`src/rtl/incsk_pkg.sv`:
```
package incsk_pkg;

    localparam logic [5:0]  OPC_SKIP_ZERO    = 6'h0F;
    localparam logic [5:0]  OPC_SKIP_NONZERO = 6'h12;
    localparam int          OPC_MSB          = 15;
    localparam int          OPC_LSB          = 10;
    localparam int          DEST_BIT         = 9;
    localparam int          BANK_BIT         = 8;
    localparam logic [7:0]  INDEXED_LIMIT    = 8'h5F;
    localparam logic [7:0]  ACCESS_SPLIT     = 8'h60;
    localparam logic [3:0]  ACCESS_HI_BANK   = 4'hF;
    localparam logic [3:0]  ACCESS_LO_BANK   = 4'h0;
    localparam logic [1:0]  PHASE_RESET      = 2'h0;
    localparam logic [1:0]  PHASE_DECODE     = 2'h0;
    localparam logic [1:0]  PHASE_READ       = 2'h1;
    localparam logic [1:0]  PHASE_PROCESS    = 2'h2;
    localparam logic [1:0]  PHASE_WRITE      = 2'h3;
    localparam logic [11:0] ADDR_RESET       = 12'h000;
    localparam logic [7:0]  BYTE_RESET       = 8'h00;

    typedef enum logic [1:0] {
        INCSK_MODE_ACCESS,
        INCSK_MODE_BANKED,
        INCSK_MODE_INDEXED
    } incsk_mode_t;

    typedef struct packed {
        logic        valid;
        logic        skipIfZero;
        logic        toMemory;
        incsk_mode_t mode;
        logic [7:0]  offset;
    } incsk_decode_t;

    typedef struct packed {
        logic [11:0] addr;
        logic [7:0]  data;
    } incsk_mem_wr_t;

endpackage : incsk_pkg
```
`src/rtl/incsk_core.sv`:
```
`timescale 1ns/100ps
`default_nettype none

module incsk_core (
    input  wire logic                       sys_clk,
    input  wire logic                       sys_rst,
    input  wire logic                       phaseStep,
    input  wire logic [15:0]                instrWord,
    input  wire logic                       instrValid,
    input  wire logic                       nextIsTwoWord,
    input  wire logic                       extendedSet,
    input  wire logic [3:0]                 bank_select_register,
    input  wire logic [11:0]                indexBase,
    input  wire logic [7:0]                 memReadData,
    output logic [11:0]                     memAddr,
    output logic                            memRead,
    output logic                            memWrite,
    output logic [7:0]                      memWriteData,
    output logic                            accWrite,
    output logic [7:0]                      accWriteData,
    output logic                            discardFetched,
    output logic                            nopCycle,
    output logic                            busy,
    output logic [1:0]                      phase
);

    typedef enum logic [1:0] {
        INCSK_IDLE,
        INCSK_EXEC,
        INCSK_NOP1,
        INCSK_NOP2
    } incsk_state_t;

    incsk_state_t             state;
    incsk_pkg::incsk_decode_t decoded;
    incsk_pkg::incsk_decode_t held;
    logic [7:0]               operand;
    logic [7:0]               result;
    logic [11:0]              next_addr;
    logic                     takeSkip;
    logic                     twoWordHeld;
    logic                     cycleEnd;
    logic                     decodeStep;
    logic                     readStep;
    logic                     processStep;
    logic                     acceptWord;
    logic                     resultZero;
    logic                     writeMem;
    logic                     writeAcc;

    incsk_decoder u_decoder (
        .instrWord   (instrWord),
        .extendedSet (extendedSet),
        .decoded     (decoded)
    );

    // one strobe per phase of the instruction cycle
    assign decodeStep  = phaseStep && (phase == incsk_pkg::PHASE_DECODE);
    assign readStep    = phaseStep && (phase == incsk_pkg::PHASE_READ);
    assign processStep = phaseStep && (phase == incsk_pkg::PHASE_PROCESS);
    assign cycleEnd    = phaseStep && (phase == incsk_pkg::PHASE_WRITE);

    // no new word while a skipped slot is being filled
    assign acceptWord  = decodeStep && (state == INCSK_IDLE);

    always_ff @(posedge sys_clk) begin
        if (sys_rst) begin
            phase <= incsk_pkg::PHASE_RESET;
        end else if (phaseStep) begin
            phase <= phase + 2'h1;
        end
    end

    always_comb begin
        unique case (decoded.mode)
            incsk_pkg::INCSK_MODE_BANKED:
                next_addr = {bank_select_register, decoded.offset};
            incsk_pkg::INCSK_MODE_INDEXED:
                next_addr = indexBase + {4'h0, decoded.offset};
            default:
                next_addr = (decoded.offset >= incsk_pkg::ACCESS_SPLIT)
                          ? {incsk_pkg::ACCESS_HI_BANK, decoded.offset}
                          : {incsk_pkg::ACCESS_LO_BANK, decoded.offset};
        endcase
    end

    always_ff @(posedge sys_clk) begin
        if (sys_rst) begin
            held <= '0;
        end else if (acceptWord) begin
            held       <= decoded;
            held.valid <= decoded.valid && instrValid;
        end
    end

    // address kept for read and write
    always_ff @(posedge sys_clk) begin
        if (sys_rst) begin
            memAddr <= incsk_pkg::ADDR_RESET;
        end else if (acceptWord) begin
            memAddr <= next_addr;
        end
    end

    always_ff @(posedge sys_clk) begin
        if (sys_rst) begin
            twoWordHeld <= 1'b0;
        end else if (acceptWord) begin
            twoWordHeld <= nextIsTwoWord;
        end
    end

    always_ff @(posedge sys_clk) begin
        if (sys_rst) begin
            operand <= incsk_pkg::BYTE_RESET;
        end else if (readStep && state == INCSK_EXEC) begin
            operand <= memReadData;
        end
    end

    always_ff @(posedge sys_clk) begin
        if (sys_rst) begin
            result <= incsk_pkg::BYTE_RESET;
        end else if (processStep && state == INCSK_EXEC) begin
            result <= operand + 8'h01;
        end
    end

    // zero after the 8-bit wrap from FF
    assign resultZero = (result == 8'h00);
    assign takeSkip   = held.skipIfZero ? resultZero : !resultZero;

    assign writeMem = cycleEnd && (state == INCSK_EXEC) && held.toMemory;
    assign writeAcc = cycleEnd && (state == INCSK_EXEC) && !held.toMemory;

    always_ff @(posedge sys_clk) begin
        if (sys_rst) begin
            memWrite     <= 1'b0;
            memWriteData <= incsk_pkg::BYTE_RESET;
        end else begin
            memWrite <= writeMem;
            if (writeMem) begin
                memWriteData <= result;
            end
        end
    end

    always_ff @(posedge sys_clk) begin
        if (sys_rst) begin
            accWrite     <= 1'b0;
            accWriteData <= incsk_pkg::BYTE_RESET;
        end else begin
            accWrite <= writeAcc;
            if (writeAcc) begin
                accWriteData <= result;
            end
        end
    end

    always_ff @(posedge sys_clk) begin
        if (sys_rst) begin
            state <= INCSK_IDLE;
        end else begin
            unique case (state)
                INCSK_IDLE: begin
                    if (acceptWord && decoded.valid && instrValid) begin
                        state <= INCSK_EXEC;
                    end
                end
                INCSK_EXEC: begin
                    if (cycleEnd) begin
                        state <= takeSkip ? INCSK_NOP1 : INCSK_IDLE;
                    end
                end
                INCSK_NOP1: begin
                    if (cycleEnd) begin
                        state <= twoWordHeld ? INCSK_NOP2 : INCSK_IDLE;
                    end
                end
                INCSK_NOP2: begin
                    if (cycleEnd) begin
                        state <= INCSK_IDLE;
                    end
                end
            endcase
        end
    end

    assign discardFetched = (state == INCSK_EXEC) && cycleEnd && takeSkip;
    assign nopCycle       = (state == INCSK_NOP1) || (state == INCSK_NOP2);
    assign memRead        = (state == INCSK_EXEC) && (phase == incsk_pkg::PHASE_READ);
    assign busy           = (state != INCSK_IDLE);

endmodule // incsk_core

`default_nettype wire

```
`src/rtl/incsk_decoder.sv`:
```
`timescale 1ns/100ps
`default_nettype none

module incsk_decoder (
    input  wire logic [15:0]         instrWord,
    input  wire logic                extendedSet,
    output incsk_pkg::incsk_decode_t decoded
);

    logic [5:0] opcode;

    assign opcode = instrWord[incsk_pkg::OPC_MSB:incsk_pkg::OPC_LSB];

    always_comb begin
        decoded.valid      = (opcode == incsk_pkg::OPC_SKIP_ZERO)
                           || (opcode == incsk_pkg::OPC_SKIP_NONZERO);
        decoded.skipIfZero = (opcode == incsk_pkg::OPC_SKIP_ZERO);
        decoded.toMemory   = instrWord[incsk_pkg::DEST_BIT];
        decoded.offset     = instrWord[7:0];
        if (instrWord[incsk_pkg::BANK_BIT]) begin
            decoded.mode = incsk_pkg::INCSK_MODE_BANKED;
        end else if (extendedSet && (instrWord[7:0] <= incsk_pkg::INDEXED_LIMIT)) begin
            decoded.mode = incsk_pkg::INCSK_MODE_INDEXED;
        end else begin
            decoded.mode = incsk_pkg::INCSK_MODE_ACCESS;
        end
    end

endmodule // incsk_decoder

`default_nettype wire

```
`config.mk`:
```
export PLATFORM = sky130hd
export DESIGN_NAME = incsk_core
export DESIGN_NICKNAME = d
export VERILOG_FILES = /design/src/rtl/incsk_pkg.sv /design/src/rtl/incsk_core.sv /design/src/rtl/incsk_decoder.sv
export SDC_FILE = /design/constraint.sdc
export NUM_CORES = 1
export LEC_CHECK = 0
export BUFFER_PORTS_ARGS = -buffer_cell sky130_fd_sc_hd__buf_2
export CORE_MARGIN = 2
export CORE_UTILIZATION = 55
export DETAILED_ROUTE_END_ITERATION = 8
export PLACE_DENSITY = 0.91
export SLEW_MARGIN = 40
export SYNTH_ARGS = -nofsm -noshare
export SYNTH_HDL_FRONTEND = slang
export SYNTH_SLANG_ARGS = --single-unit
export TNS_END_PERCENT = 50
```
`constraint.sdc`:
```
create_clock -name sys_clk -period 5.15 [get_ports sys_clk]
set_input_delay 0.7725 -clock sys_clk [delete_from_list [all_inputs] [get_ports sys_clk]]
set_output_delay 0.7725 -clock sys_clk [all_outputs]
set_load 0.02 [all_outputs]
```
Word-level counts from Yosys, hierarchy flattened
Cells that the tools add are included.
- memory bits (read-only): 0
- input port bits: 46
- output and inout port bits: 36
- bits in writable memories: 0
- memories: 0
- latch bits: 0
- logic and storage cells: 67
- flip-flop bits (word level): 53
- multipliers: 0
- reduce and logical (&&, ||, !) cells: 24
- bitwise gates (word level): 0
- div/mod/pow operators: 0
- muxes and demuxes: 12
- $lt $le $gt $ge: 2
- shift-type cells: 0
- add/subtract/negate cells: 3
- eq/ne operators: 14
- operators with widths (operator ; count):
    12-bit case mux with 2 select lines ; 1
    2-bit 2-to-1 mux ; 8
    1-bit logical AND ; 15
    12-bit by 8-bit adder with 12-bit output ; 1
    12-bit 2-to-1 mux ; 1
    2-bit equality test, second input constant ; 5
    8-bit by 1-bit adder with 8-bit output, second input constant ; 1
    8-bit by 7-bit >= comparator with 1-bit output, second input constant ; 1
    8-bit by 7-bit <= comparator with 1-bit output, second input constant ; 1
    8-bit zero test ; 1
    2-bit case mux with 4 select lines ; 1
    2-bit by 1-bit equality test with 1-bit output, second input constant ; 3
    6-bit by 4-bit equality test with 1-bit output, second input constant ; 1
    6-bit by 5-bit equality test with 1-bit output, second input constant ; 1
    2-bit != test, second input constant ; 3
    2-bit zero test ; 2
    4-bit AND reduction ; 1
    2-bit by 1-bit adder with 2-bit output, second input constant ; 1
    1-bit zero test ; 2
    1-bit logical OR ; 2
    2-bit by 1-bit != test with 1-bit output, second input constant ; 1
    2-bit nonzero test ; 1
    1-bit 2-to-1 mux ; 1

Depth between registers and ports, before layout
- depth after elaboration: 7
- gate-level depth with buffers: 8
- mapped depth without buffers: 7

Cells and area by module
Synthesis repeated with hierarchy kept, for this count alone.
- cell total of the unflattened synthesis: 348
- area total of the unflattened synthesis: 2852.7 µm²
- by module, submodules not included (module ; sequential area each (µm²) ; area an instance (µm²) ; times used ; cells an instance):
    incsk_core ; 1061.0 ; 2731.4 ; 1 ; 331
    incsk_decoder ; 0.0 ; 121.4 ; 1 ; 17

Worst setup path before layout
No wires, ideal clock.
- kind: input -> register
- start point: input instrWord[0]
- end point: register memAddr[6]
- data arrival time: 2181 ps
- library setup time: 132 ps
- stages on the path: 7
- buffers on the path: 0
- required time: 5018 ps
- slack: 2837 ps
- path through: ha_1 -> fa_1 -> a21o_1 -> a221oi_1 -> xnor2_1 -> o21ai_0 -> a21oi_1
- cells in the longest elaborated chain, start to end: 6
- elaborated cells between the ends (all ways): 8
- classes of those cells: 1 x add/sub; 1 x order compare; 2 x eq/ne; 3 x mux; 1 x reduce/logical
- ends and longest elaborated chain (what ; line ; RTL):
    from (decl) ; incsk_core.sv:8 ; input wire logic [15:0] instrWord,
    8-bit by 7-bit <= comparator with 1-bit output ; incsk_decoder.sv:22 ; end else if (extendedSet && (instrWord[7:0] <= incsk_pkg::INDEXED_LIMIT)) begin
    1-bit logical AND ; incsk_decoder.sv:22 ;
    2-bit 2-to-1 mux ; incsk_decoder.sv:22 ;
    2-bit 2-to-1 mux ; incsk_decoder.sv:20 ; if (instrWord[incsk_pkg::BANK_BIT]) begin
    2-bit equality test / 2-bit by 1-bit equality test with 1-bit output (equally long branches) ; incsk_core.sv:75 ; unique case (decoded.mode)
    12-bit case mux with 2 select lines (*) ; incsk_core.sv:75 ;
    to (signal assigned) ; incsk_core.sv:99 ; memAddr <= incsk_pkg::ADDR_RESET;
    to (signal assigned) ; incsk_core.sv:101 ; memAddr <= next_addr;
    to (decl) ; incsk_core.sv:15 ; output logic [11:0] memAddr,
Every way passes the cells marked *; elsewhere a longest branch is shown, timed or not.
A chain may end at the register's enable or synchronous reset.

Worst setup path after layout
- start point: input phaseStep
- end point: output discardFetched
- cells in the longest elaborated chain, start to end: 3
- ends and longest elaborated chain (what ; line ; RTL):
    from (decl) ; incsk_core.sv:7 ; input wire logic phaseStep,
    1-bit logical AND ; incsk_core.sv:61 ; assign cycleEnd = phaseStep && (phase == incsk_pkg::PHASE_WRITE);
    1-bit logical AND (2 in a row) ; incsk_core.sv:189 ; assign discardFetched = (state == INCSK_EXEC) && cycleEnd && takeSkip;
    to (decl) ; incsk_core.sv:21 ; output logic discardFetched,
Every way passes these cells.

==> reports/qor.yml <==
status: "finished clean"
placed_area_sq_um: 3110
dpl.hpwl_microns: 4920
clock_skew_ps: 7.57
cts-buffers-inserted: 5
path_clk_slew_ps: 100
period_share_pct: 47.9
synth_compound_area_share_pct: 16.7
die_y_microns: 74.2
dieArea_sq_um: 5500
r2r_slack_ps: 2860
via_per_inst: 5.60
timing.setup.tns_ps: 0
die_x_microns: 74.2
irDropWorstVdd_mv: 0.125
num_vias: 2537
setup_violations: 0
critical_path_arrival_ps: 1700
maxSlewViolCount: 0
cp_max_fo: 8
cts-root-buf: "clkbuf_8"
synth_top_area_share_pct: 39.2
cts_tree: "yes"
busiest_layer: "met2"
power.leakage_nw: 1.43
seq_area_frac_synth_pct: 39.2
layout-drive-gt1-share_pct: 24.6
synth_xor_area_share_pct: 5.17
crit_path_frequent_cell: "buf_2"
ys.flop_type: "dfxtp_1"
insertion_delay_ps: 310
synth_edf_count: 0
r2r_start: "phase[0]"
netlist_area_sq_um: 2710
startpoint_type: "input pin"
worstPathRequired_ps: 4380
cp_slowest_cell: "nor2_1"
met2_usage_pct: 41.6
crit_chain: "buf_2, and2b_1, nand3_1, nor2_1, buf_2"
fin_util_pct: 67.8
ff2ff_path_depth: 7
slew_headroom_pct: 46.8
firstDrtPassIters: 4
io_buffer_count: 81
hp-start: "memAddr[6]"
grt_max_degree: 55
p_per_area_nw_per_um2: 256
drt_iter0_drc: 145
hold_viol_final: 0
synthSimpleGateAreaFrac_pct: 21.0
ys_types: 49
drc_errors: 0
nets: 445
grtUsageMet1_pct: 31.9
placementRows: 25
whs_path_depth: 2
fin_area_sq_um: 3200
post_cts_resized: 0
yosys_warnings: 0
cts_max_level: 2
timing.critical_path.slowest_cell_delay_ps: 240
min_period_ps: 2470
ctsHoldBuffers: 0
synth_async_sr_flop_share_pct: 0
synth_mux_area_share_pct: 7.39
ys_ff_latch: 53
finalWirelength_microns: 6520
worstSetupPathType: "input pin to output pin"
cts.sinks: 53
maxCapViolCount: 0
routabilityCongestion: 0.861
syn_to_final_growth_pct: 18.2
synth_area_leaders: "dfxtp_1 39%, mux2i_1 7.4%, ha_1 6.0%"
synth_fp_nets: 375
max_freq_mhz: 405
r2r-end: "state[1]"
min_to: "memAddr[6]"
holdCritPathClass: "flop to flop"
syn_inst: 315
synth_top_family_by_area: "simple AND/OR/NAND/NOR gates"
antenna_found_initial: 0
ant_nets: 0
ios: 82
syn_avg_cell_area_sq_um: 8.60
grt-ovfl-total: 0
grt_pass1_wl_microns: 10600
grt_pass1_vias: 2370
antenna_cells: 0
yosys.area_share.adder_pct: 6.74
rsz0062_at_grt: "false"
grtUsageTotal_pct: 24.9
met3_usage_pct: 3.93
yosysTopAreaCell: "dfxtp_1"
wl_per_cell_microns: 14.4
post_cts.repair.setup_buffers: 0
cts_buffer_depth: 2
worst_pin_slew_ps: 793
crit_path_end_kind: "output pin"
core_sq_um: 4720
initial_core_util_pct: 57.4
[worst max-delay path, delay by kind of cell]
kind,cells,cell delay [ps]
buffers and inverters,2,370
and+or+nand+nor,3,550
[where the power goes]
group,internal [mW],leakage (nW),switching (mW)
clock,0.0968,0.0445,0.144
combinational,0.0586,0.954,0.0873
sequential,0.422,0.430,0.00965
total,0.578,1.43,0.241
[cell usage after synthesis, types with 4 or more instances]
master    number
nand2_1       34
clkbuf_1       9
a211oi_1      13
buf_2          4
mux2i_1       20
inv_1          4
a21oi_1       25
nor2_1        41
o22ai_1        4
xor2_1         9
o21ai_0        9
ha_1          13
and3_1         4
xnor2_1        7
nor3_1         6
dfxtp_1       53
nand3_1       11
[cell families (layout without fill, tap and decap cells)]
group	Yosys count	count (layout)
xor+xnor	16	16
compound gates	70	70
buf+inv	22	93
mux	20	20
fa+ha+maj	14	14
flops	53	53
simple gates	120	120
[sequential cells by signal, summed over array words and instances (netlist names), 2 cells and up]
| name | count |
|---|---|
| phase | 2 |
| result | 8 |
| state | 2 |
| accWriteData | 8 |
| memWriteData | 8 |
| operand | 8 |
| held | 2 |
| memAddr | 12 |
[area by class of cell]
cell class,instances,area (sq um)
clock buffer,5,68.8
tap,67,83.8
multi-input combinational,240,1540
clock inverter,3,21.3
timing repair buffer,81,408
fill,391,1520
inverter,4,15.0
sequential,53,1060
[per-layer routing]
layer,wire [microns],vias up
met2,3050,88
met1,2950,1168
li1,-,1263
met3,364,18
met5,0,-
met4,157,0
[placed cells by master (no fill, tap or decap), types with 2 or more instances in the layout]
cell type,instances
ha_1,13
xor2_1,9
nor4_1,2
o22ai_1,4
buf_2,80
or4b_1,2
nand2_1,34
dfxtp_1,53
nor2b_1,3
nand3_1,11
xnor2_1,7
a21o_1,3
o21ai_0,9
nor2_1,41
a311oi_1,2
a211oi_2,2
nor2_2,2
o211ai_1,2
clkbuf_8,5
nor3_1,6
and2_1,2
a21oi_1,25
and3_1,4
inv_1,4
a211oi_1,13
nand4_1,3
o21a_1,2
a31oi_1,2
mux2i_1,20
[worst max path at each step]
stage	slack (ps)	startpoint	cells past startpoint	endpoint
floorplan	2840	instrWord[0]	7	memAddr[6]
global placement	2600	instrWord[0]	8	memAddr[6]
detailed placement	2580	instrWord[0]	8	memAddr[10]
CTS	2700	phaseStep	5	discardFetched
global route	2590	phaseStep	5	discardFetched
finish	2680	phaseStep	5	discardFetched
[through the flow]
stage | hold WS (ps) | cells | setup WS (ps) | power, mW
after detailed placement | 460 | 445 | 2580 | 0.586
final | 472 | 453 | 2680 | 0.819
after CTS | 477 | 453 | 2700 | 0.819
after global routing | 493 | 453 | 2590 | 0.856
after global placement | 447 | 445 | 2600 | 0.582
after floorplan | 436 | 315 | 2840 | 0.537
No activity file was read; power rests on OpenSTA's default activity.
